`src/hw/bord_pkg.sv`:
```
package bord_pkg;

  // ----------------------------------------
  // Opcode bytes
  // ----------------------------------------
  localparam logic [7:0] OP_PREFIX_ALT = 8'h3C;
  localparam logic [7:0] OP_RR = 8'h8E;
  localparam logic [7:0] OP_A_SDP = 8'h9E;
  localparam logic [7:0] OP_R_MEM = 8'h7E;
  localparam logic [7:0] OP_MM = 8'h2A;
  localparam logic [7:0] OP_PTR = 8'h07;
  localparam logic [7:0] MM_PP = 8'h0E;
  localparam logic [7:0] MM_AP = 8'h1E;
  localparam logic [7:0] MM_PA = 8'h2E;
  localparam logic [7:0] MM_AA = 8'h3E;
  localparam logic [7:0] PTR_LD16 = 8'h2E;
  localparam logic [7:0] PTR_LD24 = 8'h3E;
  localparam logic [7:0] PTR_ST16 = 8'hAE;
  localparam logic [7:0] PTR_ST24 = 8'hBE;
  localparam logic [3:0] SUB_R_SDP = 4'h0;
  localparam logic [3:0] SUB_R_SDA = 4'h1;
  localparam logic [3:0] SUB_R_SFR = 4'h2;
  localparam logic [3:0] SUB_SDP_R = 4'h4;
  localparam logic [3:0] SUB_SDA_R = 4'h5;
  localparam logic [3:0] SUB_SFR_R = 4'h6;

  // ----------------------------------------
  // Operand space codes
  // ----------------------------------------
  typedef enum logic [3:0] {
    BORD_SP_NONE = 4'h0,
    BORD_SP_BASE_REG = 4'h1,
    BORD_SP_EXT_REG = 4'h2,
    BORD_SP_ACC = 4'h3,
    BORD_SP_SDP = 4'h4,
    BORD_SP_SDA = 4'h5,
    BORD_SP_SFR = 4'h6,
    BORD_SP_PTR16_SDP = 4'h7,
    BORD_SP_PTR16_SDA = 4'h8,
    BORD_SP_PTR24_SDP = 4'h9,
    BORD_SP_PTR24_SDA = 4'hA
  } bord_space_t;

  localparam logic [2:0] MAX_LEN = 3'h5;

endpackage
```
`src/hw/bord_decoder.sv`:
```
`timescale 1ns/1ps
`default_nettype none

// Summary of operation
// RQ1 - 8E then byte: dest reg bits 7..4, source base reg bits 2..0
// RQ2 - Prefix 3C before 8E takes source from extended register set
// RQ3 - 9E with offset byte ORs primary short direct into accumulator
// RQ4 - 7E, nibble 0: primary short direct into selected register
// RQ5 - 7E, nibble 1: alternate short direct into selected register
// RQ6 - 7E, nibble 4: register into primary short direct location
// RQ7 - 7E, nibble 5: register into alternate short direct location
// RQ8 - 7E, nibble 2: special function register into selected register
// RQ9 - 7E, nibble 6: register into special function register
// RQ10 - 2A 0E: primary source byte three into primary destination byte four
// RQ11 - 2A 1E: alternate source into primary destination
// RQ12 - 2A 2E: primary source into alternate destination
// RQ13 - 2A 3E: alternate source into alternate destination
// RQ14 - 07 2E: accumulator OR memory via 16-bit primary pointer
// RQ15 - 07 3E: accumulator OR memory via 24-bit primary pointer
// RQ16 - 07 AE/BE: accumulator ORed into memory via 16/24-bit pointer
// RQ17 - Prefix 3C makes pointer alternate, offset from fourth byte
// RQ18 - 3C 07 AE: accumulator into memory via alternate 16-bit pointer
// RQ19 - Result goes to first operand; second operand unchanged
// RQ20 - Consume full form length including prefix and offsets
module bord_decoder (
  // Clock and reset
  input wire logic clk_sys,
  input wire logic rst_n,
  // Fetch stream
  input wire logic fetch_valid,
  input wire logic [7:0] fetch_byte,
  output logic fetch_ready,
  // Decoded operation to execute stage
  output logic op_valid,
  input wire logic op_ready,
  output logic [3:0] op_dst_space,
  output logic [7:0] op_dst_sel,
  output logic [3:0] op_src_space,
  output logic [7:0] op_src_sel,
  output logic op_dst_write,
  output logic op_src_write,
  output logic [2:0] op_length,
  output logic op_illegal
);

  typedef enum logic [1:0] {
    BORD_ST_COLLECT = 2'b00,
    BORD_ST_ISSUE = 2'b01
  } bord_state_t;

  // ----------------------------------------
  // Byte collection
  // ----------------------------------------
  // Longest form is four bytes, prefix included
  localparam int BUF_DEPTH = 4;
  bord_state_t state_q;
  bord_state_t state_d;
  logic [7:0] buf_q [0:BUF_DEPTH-1];
  logic [2:0] cnt_q;
  logic [2:0] cnt_d;

  wire logic take = fetch_valid && fetch_ready;
  wire logic [7:0] nb0 = (cnt_q == 3'h0) ? fetch_byte : buf_q[0];
  wire logic [7:0] nb1 = (cnt_q == 3'h1) ? fetch_byte : buf_q[1];
  wire logic [7:0] nb2 = (cnt_q == 3'h2) ? fetch_byte : buf_q[2];
  wire logic [2:0] need_len;
  wire logic need_known;
  wire logic [2:0] cnt_inc = cnt_q + 3'h1;

  bord_len u_len (
    .b0(nb0),
    .b1(nb1),
    .b2(nb2),
    .len(need_len),
    .known(need_known)
  );

  // Length is only final once prefix and opcode bytes are in; before that
  // the byte view still shows bytes left over from the previous form
  wire logic two_byte_op = (nb0 == bord_pkg::OP_R_MEM) || (nb0 == bord_pkg::OP_MM)
    || (nb0 == bord_pkg::OP_PTR);
  wire logic [2:0] min_look = (nb0 == bord_pkg::OP_PREFIX_ALT) ? 3'h3
    : (two_byte_op ? 3'h2 : 3'h1);
  wire logic len_final = (cnt_inc >= min_look);
  wire logic done = take && len_final && (cnt_inc >= need_len); // RQ20

  assign fetch_ready = (state_q == BORD_ST_COLLECT);

  always_comb
  begin
    state_d = state_q;
    cnt_d = cnt_q;
    case (state_q)
      BORD_ST_COLLECT:
      begin
        if (done)
        begin
          state_d = BORD_ST_ISSUE;
          cnt_d = cnt_inc;
        end
        else if (take)
        begin
          cnt_d = cnt_inc;
        end
      end
      BORD_ST_ISSUE:
      begin
        if (op_ready)
        begin
          state_d = BORD_ST_COLLECT;
          cnt_d = 3'h0;
        end
      end
      default:
      begin
        state_d = BORD_ST_COLLECT;
        cnt_d = 3'h0;
      end
    endcase
  end

  always_ff @(posedge clk_sys or negedge rst_n)
  begin
    if (!rst_n)
    begin
      state_q <= BORD_ST_COLLECT;
      cnt_q <= 3'h0;
    end
    else
    begin
      state_q <= state_d;
      cnt_q <= cnt_d;
    end
  end

  genvar gi;
  generate
    for (gi = 0; gi < BUF_DEPTH; gi++)
    begin : g_buf
      always_ff @(posedge clk_sys or negedge rst_n)
      begin
        if (!rst_n)
          buf_q[gi] <= 8'h00;
        else if (take && cnt_q == 3'(gi))
          buf_q[gi] <= fetch_byte;
      end
    end
  endgenerate

  // ----------------------------------------
  // Operand decode from next-byte view
  // ----------------------------------------
  wire logic [7:0] nb3 = (cnt_q == 3'h3) ? fetch_byte : buf_q[3];
  wire logic pfx = (nb0 == bord_pkg::OP_PREFIX_ALT);
  wire logic [7:0] o0 = pfx ? nb1 : nb0;
  wire logic [7:0] o1 = pfx ? nb2 : nb1;
  wire logic [7:0] o2 = pfx ? nb3 : nb2;
  wire logic [7:0] o3 = nb3;
  wire logic [7:0] reg_hi = {4'h0, o1[7:4]};
  wire logic [3:0] sub = o1[3:0];
  // Pointer space; the prefix moves the pointer into the alternate area
  wire logic [3:0] ptr_sp = o1[4]
    ? (pfx ? bord_pkg::BORD_SP_PTR24_SDA : bord_pkg::BORD_SP_PTR24_SDP)
    : (pfx ? bord_pkg::BORD_SP_PTR16_SDA : bord_pkg::BORD_SP_PTR16_SDP); // RQ17

  logic [3:0] dsp;
  logic [7:0] dsel;
  logic [3:0] ssp;
  logic [7:0] ssel;
  logic dwr;

  always_comb
  begin
    dsp = bord_pkg::BORD_SP_NONE;
    dsel = 8'h00;
    ssp = bord_pkg::BORD_SP_NONE;
    ssel = 8'h00;
    dwr = 1'b0;
    if (need_known)
    begin
      dwr = 1'b1; // RQ19
      if (o0 == bord_pkg::OP_RR)
      begin
        dsp = bord_pkg::BORD_SP_BASE_REG; // RQ1
        dsel = reg_hi;
        ssp = pfx ? bord_pkg::BORD_SP_EXT_REG : bord_pkg::BORD_SP_BASE_REG; // RQ2
        ssel = {5'h00, o1[2:0]};
      end
      else if (o0 == bord_pkg::OP_A_SDP)
      begin
        dsp = bord_pkg::BORD_SP_ACC; // RQ3
        ssp = bord_pkg::BORD_SP_SDP;
        ssel = o1;
      end
      else if (o0 == bord_pkg::OP_R_MEM)
      begin
        case (sub)
          bord_pkg::SUB_R_SDP:
          begin
            dsp = bord_pkg::BORD_SP_BASE_REG; // RQ4
            dsel = reg_hi;
            ssp = bord_pkg::BORD_SP_SDP;
            ssel = o2;
          end
          bord_pkg::SUB_R_SDA:
          begin
            dsp = bord_pkg::BORD_SP_BASE_REG; // RQ5
            dsel = reg_hi;
            ssp = bord_pkg::BORD_SP_SDA;
            ssel = o2;
          end
          bord_pkg::SUB_R_SFR:
          begin
            dsp = bord_pkg::BORD_SP_BASE_REG; // RQ8
            dsel = reg_hi;
            ssp = bord_pkg::BORD_SP_SFR;
            ssel = o2;
          end
          bord_pkg::SUB_SDP_R:
          begin
            dsp = bord_pkg::BORD_SP_SDP; // RQ6
            dsel = o2;
            ssp = bord_pkg::BORD_SP_BASE_REG;
            ssel = reg_hi;
          end
          bord_pkg::SUB_SDA_R:
          begin
            dsp = bord_pkg::BORD_SP_SDA; // RQ7
            dsel = o2;
            ssp = bord_pkg::BORD_SP_BASE_REG;
            ssel = reg_hi;
          end
          default:
          begin
            dsp = bord_pkg::BORD_SP_SFR; // RQ9
            dsel = o2;
            ssp = bord_pkg::BORD_SP_BASE_REG;
            ssel = reg_hi;
          end
        endcase
      end
      else if (o0 == bord_pkg::OP_MM)
      begin
        // Source offset in third byte, destination in fourth
        ssel = o2; // RQ10
        dsel = o3;
        ssp = o1[4] ? bord_pkg::BORD_SP_SDA : bord_pkg::BORD_SP_SDP; // RQ11 RQ13
        dsp = o1[5] ? bord_pkg::BORD_SP_SDA : bord_pkg::BORD_SP_SDP; // RQ12 RQ13
      end
      else
      begin
        // Pointer forms; prefix moves offset to fourth byte
        if (o1[7])
        begin
          dsp = ptr_sp; // RQ16 RQ18
          dsel = o2;
          ssp = bord_pkg::BORD_SP_ACC;
        end
        else
        begin
          dsp = bord_pkg::BORD_SP_ACC; // RQ14 RQ15
          ssp = ptr_sp;
          ssel = o2;
        end
      end
    end
  end

  // ----------------------------------------
  // Issue registers
  // ----------------------------------------
  // An unknown form retires with the bytes seen so far: a bad first byte
  // gives length one, a bad byte after a two-byte opcode gives more
  always_ff @(posedge clk_sys or negedge rst_n)
  begin
    if (!rst_n)
    begin
      op_dst_space <= 4'h0;
      op_dst_sel <= 8'h00;
      op_src_space <= 4'h0;
      op_src_sel <= 8'h00;
      op_dst_write <= 1'b0;
      op_length <= 3'h0;
      op_illegal <= 1'b0;
    end
    else if (done)
    begin
      op_dst_space <= dsp;
      op_dst_sel <= dsel;
      op_src_space <= ssp;
      op_src_sel <= ssel;
      op_dst_write <= dwr;
      op_length <= cnt_inc;
      op_illegal <= !need_known;
    end
  end

  assign op_src_write = 1'b0; // RQ19
  assign op_valid = (state_q == BORD_ST_ISSUE);

endmodule

`default_nettype wire

```
`src/hw/bord_len.sv`:
```
`timescale 1ns/1ps
`default_nettype none

// ----------------------------------------
// Instruction length from first bytes
// ----------------------------------------
module bord_len (
  // Leading bytes
  input wire logic [7:0] b0,
  input wire logic [7:0] b1,
  input wire logic [7:0] b2,
  // Result
  output logic [2:0] len,
  output logic known
);

  wire logic pfx = (b0 == bord_pkg::OP_PREFIX_ALT);
  wire logic [7:0] o0 = pfx ? b1 : b0;
  wire logic [7:0] o1 = pfx ? b2 : b1;
  wire logic [3:0] sub = o1[3:0];
  wire logic rmem_ok = (sub == bord_pkg::SUB_R_SDP) || (sub == bord_pkg::SUB_R_SDA)
    || (sub == bord_pkg::SUB_R_SFR) || (sub == bord_pkg::SUB_SDP_R)
    || (sub == bord_pkg::SUB_SDA_R) || (sub == bord_pkg::SUB_SFR_R);
  wire logic mm_ok = (o1 == bord_pkg::MM_PP) || (o1 == bord_pkg::MM_AP)
    || (o1 == bord_pkg::MM_PA) || (o1 == bord_pkg::MM_AA);
  wire logic ptr_ok = (o1 == bord_pkg::PTR_LD16) || (o1 == bord_pkg::PTR_LD24)
    || (o1 == bord_pkg::PTR_ST16) || (o1 == bord_pkg::PTR_ST24);

  always_comb
  begin
    len = 3'h1;
    known = 1'b0;
    if (!pfx && o0 == bord_pkg::OP_RR)
    begin
      len = 3'h2;
      known = 1'b1;
    end
    else if (pfx && o0 == bord_pkg::OP_RR)
    begin
      len = 3'h3;
      known = 1'b1;
    end
    else if (!pfx && o0 == bord_pkg::OP_A_SDP)
    begin
      len = 3'h2;
      known = 1'b1;
    end
    else if (!pfx && o0 == bord_pkg::OP_R_MEM && rmem_ok)
    begin
      len = 3'h3;
      known = 1'b1;
    end
    else if (!pfx && o0 == bord_pkg::OP_MM && mm_ok)
    begin
      len = 3'h4;
      known = 1'b1;
    end
    else if (o0 == bord_pkg::OP_PTR && ptr_ok)
    begin
      len = pfx ? 3'h4 : 3'h3;
      known = 1'b1;
    end
  end

endmodule

`default_nettype wire

```
`config.mk`:
```
export PLATFORM = sky130hd
export DESIGN_NAME = bord_decoder
export DESIGN_NICKNAME = d
export VERILOG_FILES = /design/src/hw/bord_pkg.sv /design/src/hw/bord_decoder.sv /design/src/hw/bord_len.sv
export SDC_FILE = /design/constraint.sdc
export NUM_CORES = 1
export LEC_CHECK = 0
export BUFFER_PORTS_ARGS = -buffer_cell sky130_fd_sc_hd__buf_2
export CAP_MARGIN = 20
export CORE_MARGIN = 2
export CORE_UTILIZATION = 54
export CTS_CLUSTER_DIAMETER = 100
export DETAILED_ROUTE_END_ITERATION = 10
export PLACE_DENSITY = 0.77
export SLEW_MARGIN = 10
export SYNTH_ARGS = -nofsm -noshare
export SYNTH_HDL_FRONTEND = slang
export SYNTH_SLANG_ARGS = --single-unit
```
`constraint.sdc`:
```
create_clock -name clk_sys -period 5.2 [get_ports clk_sys]
set_clock_uncertainty 0.15 [all_clocks]
set_input_delay 1.04 -clock clk_sys [delete_from_list [all_inputs] [get_ports clk_sys]]
set_output_delay 1.04 -clock clk_sys [all_outputs]
set_load 0.03 [all_outputs]
```
# == After elaboration in Yosys (flattened, before gate mapping) ==
# Cells that the tools add are included.
# totals
mem_bits_rw,0
memories,0
input_bits,12
register_bits,66
latchBits,0
rom_bits,0
# op_classes
n_addsub,1
n_div,0
n_shift,0
n_bitwise,0
muxes,64
eq_ne,27
n_reduce_logical,36
multipliers,0
magnitude_cmp,2
# ops
operator,count
$mux 8,21
$mux 4,14
$eq 8x6->1 const B,5
$eq 8x8->1 const B,4
$mux 3,10
$pmux 3 s3,2
$eq 8x3->1 const B,2
$eq 8x7->1 const B,2
$logic_and 1x1->1,15
$logic_or 1x1->1,13
$eq 4x3->1 const B,3
$mux 2,6
$mux 1,9
$eq 8x4->1 const B,1
$eq 8x5->1 const B,1
$eq 3x2->1 const B,2
$pmux 3 s2,1
$eq 4x1->1 const B,1
$eq 4x2->1 const B,1
$logic_not 4->1,1
$ne 2x1->1 const B,2
$pmux 2 s2,1
$reduce_and 2->1,2
$add 3x1->3 const B,1
9 further kinds,10

# == Depth between registers and ports, before layout ==
# depth
depth_word,19
ltp_mapped,24
ltp_nobuf,20

# == Cells and area by module ==
# From an unflattened synthesis, not the netlist that was laid out.
# unflattened
cells_unflattened,489
area_unflattened_um2,4713.3
# by_module_without_submodules
mod,cells_each,area_per_inst_um2,n_inst
bord_decoder,436,4297.9,1
bord_len,53,415.4,1

# == Least setup slack after synthesis ==
# Ideal clock, no wire load.
# synth_path
path_type,in2reg
from,in fetch_byte[6]
to,reg op_dst_space[3]
n_path_buf,4
setup_ns,0.090
cell_stages,20
setup_slack_ns,-0.035
t_arrival_ns,4.995
t_required_ns,4.960
path_cell_list,or4b_1 o32ai_1 nand3_1 o221a_2 or4_1 buf_2 buf_2 o21ai_0 o21ai_0 ha_1 a21oi_1 nor2b_1 o21ai_0 a31o_2 a211oi_2 a21o_1 buf_6 nand2_2 buf_6 o31ai_4
# synth_via
elab_chain_len,16
word_cells_on_any_way,75
# synth_lines
item,line_no,source
start: declaration,bord_decoder.sv:31,"input wire logic [7:0] fetch_byte,"
$mux 8,bord_decoder.sv:63,wire logic [7:0] nb0 = (cnt_q == 3'h0) ? fetch_byte : buf_q[0];
$eq 8x6->1,"bord_decoder.sv:82, bord_decoder.sv:154, bord_len.sv:17",
$mux 8,"bord_decoder.sv:156, bord_len.sv:19",
$eq 8x6->1 (tied with other cells),"bord_len.sv:25, bord_len.sv:26",
$logic_or 1x1->1 (on tied branches),"bord_len.sv:26, bord_len.sv:21",
$logic_or 1x1->1 (on tied branches) (2 in a row),"bord_len.sv:27, bord_len.sv:22",
$logic_and 1x1->1 or $logic_or 1x1->1 (tied branches),"bord_len.sv:58, bord_len.sv:23",
$mux 3 or $logic_or 1x1->1 (tied branches),"bord_len.sv:58, bord_len.sv:23",
$mux 3 or $logic_and 1x1->1 (tied branches),"bord_len.sv:53, bord_len.sv:48",
$mux 3,bord_len.sv:48,else if (!pfx && o0 == bord_pkg::OP_R_MEM && rmem_ok)
$mux 3,bord_len.sv:43,else if (!pfx && o0 == bord_pkg::OP_A_SDP)
$mux 3,bord_len.sv:38,else if (pfx && o0 == bord_pkg::OP_RR)
$mux 3,bord_len.sv:33,if (!pfx && o0 == bord_pkg::OP_RR)
$ge 3x3->1,bord_decoder.sv:85,wire logic done = take && len_final && (cnt_inc >= need_len);
$logic_and 1x1->1,bord_decoder.sv:85,
end signal: assignment,bord_decoder.sv:288,op_dst_space <= dsp;
end: declaration,bord_decoder.sv:36,"output logic [3:0] op_dst_space,"
# Several ways; a longest one is shown, not always the timed one.
# A chain may end at the register's enable or synchronous reset.

# == Worst setup path after layout ==
# layout_path
from,reg cnt_q[0]
to,reg op_src_space[3]
# layout_via
word_cells_on_any_way,79
# layout_rtl
item,line_no,source
start: declaration,bord_decoder.sv:59,logic [2:0] cnt_q;
start signal: assignment,bord_decoder.sv:132,cnt_q <= cnt_d;
$add 3x1->3 *,bord_decoder.sv:68,wire logic [2:0] cnt_inc = cnt_q + 3'h1;
net cnt_inc[0],bord_decoder.sv:68,
$ge 3x2->1,bord_decoder.sv:84,wire logic len_final = (cnt_inc >= min_look);
$logic_and 1x1->1,bord_decoder.sv:85,
$logic_and 1x1->1 *,bord_decoder.sv:85,
end signal: assignment,bord_decoder.sv:290,op_src_space <= ssp;
end: declaration,bord_decoder.sv:38,"output logic [3:0] op_src_space,"
# Mark *: on every way through the listed nets, which the timed path passes. The rest lies on a longest branch.

==> impl_results.md <==
- CP required: 5.30 ns
- Comb pwr share: 0.578
- # resized after CTS: 0
- RSZ-0062 raised after global routing: no
- First-pass GRT wire length: 19880 um
- Maximum clock rate: 0.2019 GHz
- EDFF count, synth: 0
- Cell Area, Synth: 0.004413 sq mm
- Post-route ant nets: 0
- Post-synth cell types: 70
- Cts hold-fix bufs: 0
- CP Capture Type: flip-flop
- Number of synthesized register bits: 65
- Final setup fails: 0
- Initial core utilization: 0.5652
- Die width: 94.40 um
- Die Span Y: 94.40 um
- Placed inst area: 0.004878 sq mm
- Gpl congestion: 0.9585
- Post-synth top flop: dfrtp_1
- Layout Cells excl Fill: 638
- Critical path class: flip-flop to flip-flop
- Grt ovf: 0
- Worst slew pin tran: 0.7658 ns
- Fin. max-slew vios: 0
- Detailed Place HPWL: 9298 um
- Detailed Route Iter0 Violations: 369
- FF-to-FF Start: cnt_q[0]
- VDD IR-drop max: 289.7 uV
- IO Port Bufs: 42
- # diodes: 0
- FP Rows: 32
- Path depth of the worst reg2reg path: 18
- Post-Route WL: 12320 um
- Clock power frac: 0.155
- Largest net degree at the start of global routing: 43
- Worst skew pair latency: 0.35 ns
- Area of the multi-input gates: 0.002582 sq mm
- Commonest non-fill, non-tap cell in the layout: dfrtp_1
- Post-Layout Inst Area: 0.005116 sq mm
- H-Tree Depth: 3
- Final Hold Fails: 0
- Seq/Total Area, Yosys: 0.3686
- Crit path to: op_src_space[3]
- Wire per inst: 19.32 um
- Most frequent cells in the layout: 65 x dfrtp_1, 52 x nand2_1, 42 x buf_2, 36 x mux2i_1, 35 x buf_4
- CP dominant cell by count: o21ai_0
- Yosys warning count: 0
- Relative slew slack: 0.4763
- Crit-path cells: inv_1 -> ha_1 -> or4b_1 -> o32ai_2 -> nand3_1 -> o221a_2 -> or4_1 -> o21ai_0 -> o21ai_0 -> ha_1 -> a21oi_1 -> nor2b_1 -> o21ai_0 -> a31o_2 -> a211oi_2 -> a21o_1 -> nand2_2 -> o31ai_1
- Ratio of cells with drive above 1 in the final layout: 0.2836
- Avg Synthesized Cell Area: 9.330 sq um
- Final net count: 553
- Clock buffer depth: 2
- Mapped Nets: 495
- Crit path time final: 4.952 ns
- Status: finished, final reports clean
- Core Box Area: 0.007807 sq mm
- Postcts setup bufs: 0
- Reg2Reg Setup Slack: 0.25 ns
- RR Endpoint: op_src_space[3]
- Die area: 0.008911 sq mm
- Min-Delay Path Class: flip-flop to flip-flop
- CP peak stage delay: 0.57 ns
- Synthesized instance count: 473
- Crit path max fanout: 7
- Hold path start: op_dst_write
- Placed insts: 622
- GRT Total Usage: 0.2888
- CTS Root Cell: clkbuf_8
- DR vias/cell: 6.348
- Leakage Power: 2.327 nW
- Crit path DAT: 5.05 ns
- Residual DRC: 0
- Startpoint Class: flip-flop
- CP startpoint: cnt_q[0]
- Initial antenna violation count: 0
- DRT Pass-1 Iters: 5
- Inserted Clock Buffers: 9
- Clock transition at the registers of the reported paths: 0.08 ns
- Register cell area after layout: 0.001627 sq mm
- Switching Fraction: 0.4652
- Vias in the first global route: 3732
- P per Cell Area: 602.9 mW/mm^2
- Sw Pwr: 0.001435 W
- Filler cells: 674
- Clk sink count: 65
- Register share of total power: 0.267
- Via count: 4050
- CTS tree: built
- I/O Pins: 44
- Final Cycle Share: 0.9523
- Internal: 0.001649 W
- Area Overhead vs Synth: 15.93%
- Max stage delay cell, worst path: or4_1
- Asr flop ratio synth: 1.000
- Max Cap Violations: 0
## flip-flops by register name, indices dropped and copies added (netlist names)
register,cells
op_illegal,1
op_length,3
op_dst_sel,8
op_src_space,4
op_dst_write,1
op_src_sel,8
cnt_q,3
op_dst_space,4
buf_q,32
state_q,1
## synthesized netlist by cell type (2+ instances only)
master	n	area [sq um]
mux2_2	33	371.6
a21o_1	4	30.03
and3_1	3	18.77
a31o_2	3	26.28
a32o_1	4	40.04
o21ai_0	25	125.1
nand2_2	2	12.51
mux2i_1	37	370.4
and2_1	3	18.77
dfrtp_1	65	1627
nor4_1	5	31.28
nand2b_1	10	62.56
nor4bb_1	3	30.03
nand2_1	52	195.2
a32oi_1	5	43.79
a21oi_1	13	65.06
nor2b_1	4	25.02
o211ai_1	5	37.54
nor3b_1	3	22.52
buf_6	4	45.04
o21ai_1	16	80.08
a31oi_1	10	62.56
buf_2	10	50.05
inv_1	18	67.56
or2_2	2	12.51
o31ai_1	3	22.52
nand3_1	8	40.04
nand4_1	6	37.54
clkbuf_1	16	60.06
nor2_1	28	105.1
o2111ai_1	2	17.52
o221ai_1	3	26.28
ha_1	10	125.1
o22ai_1	14	87.58
or3_1	2	12.51
nor3_1	4	20.02
a22o_1	5	43.79
## critical path, delay by kind of cell (launching register included)
| kind | cells | cell delay [ns] |
|---|---|---|
| AND/OR/NAND/NOR | 5 | 1.49 |
| flip-flops | 1 | 0.46 |
| adder cells (fa/ha/maj) | 2 | 0.63 |
| buffers and inverters | 1 | 0.12 |
| AO/OA/AOI/OAI | 10 | 2.00 |
## how the worst min path moves through the flow
stage / end / slack, ns / cells past startpoint
after CTS: op_src_space[2] / 0.34 / 2
final: op_dst_write / 0.33 / 2
after global routing: op_src_space[2] / 0.36 / 2
after global placement: op_dst_write / 0.30 / 2
after detailed placement: op_dst_write / 0.32 / 2
after floorplan: buf_q[0] / 0.33 / 1
## power groups by stage
stage	combinational, W	clock (W)	sequential, W
CTS	0.00174	0.000487	0.000818
global placement	0.00172	0	0.000819
floorplan	0.00121	0	0.000826
finish	0.00178	0.000479	0.000824
detailed placement	0.00173	0	0.000828
global route	0.00194	0.000509	0.000846
## cells by family after synthesis
| logic type | share of synthesized area |
|---|---|
| AOI/OAI and AO/OA | 0.2087 |
| xor gates and xnor gates | 0.001985 |
| adders and majority gates | 0.02835 |
| buffers and inverters | 0.05217 |
| DFF | 0.3686 |
| muxes | 0.1713 |
| other | 0.0008498 |
| and+or+nand+nor | 0.1681 |
## cell type report
cell class | count | share of cell area
Multi-Input combinational cell | 359 | 0.5048
Sequential cell | 65 | 0.3179
Timing Repair Buffer | 78 | 0.09636
Clock buffer | 10 | 0.02494
Tap cell | 102 | 0.02494
Clock inverter | 6 | 0.01785
Inverter | 18 | 0.01321
## per-stage QoR
stage	power, W	setup WS, ns	utilization	TNS, ns	hold WS, ns
5_1_grt	0.003292	0.003701	0.6553	0	0.3605
4_1_cts	0.003046	0.1290	0.6529	0	0.3368
3_5_place_dp	0.002553	-0.1052	0.6248	-0.9460	0.3173
3_3_place_gp	0.002536	0.02661	0.6248	0	0.3048
2_1_floorplan	0.002040	0.003600	-	0	0.3287
6_report	0.003085	0.2479	0.6553	0	0.3260
## per-layer routing
metal | vias up | wire length, um | share of wire | GRT usage
li1 | 1888 | - | - | -
met1 | 1937 | 5615 | 0.46 | 0.4163
met2 | 201 | 5622 | 0.46 | 0.4524
met3 | 24 | 846 | 0.069 | 0.04868
met4 | 0 | 239 | 0.019 | 0.07729
met5 | - | 0 | 0 | 0
(Power assumes the default switching activity.)
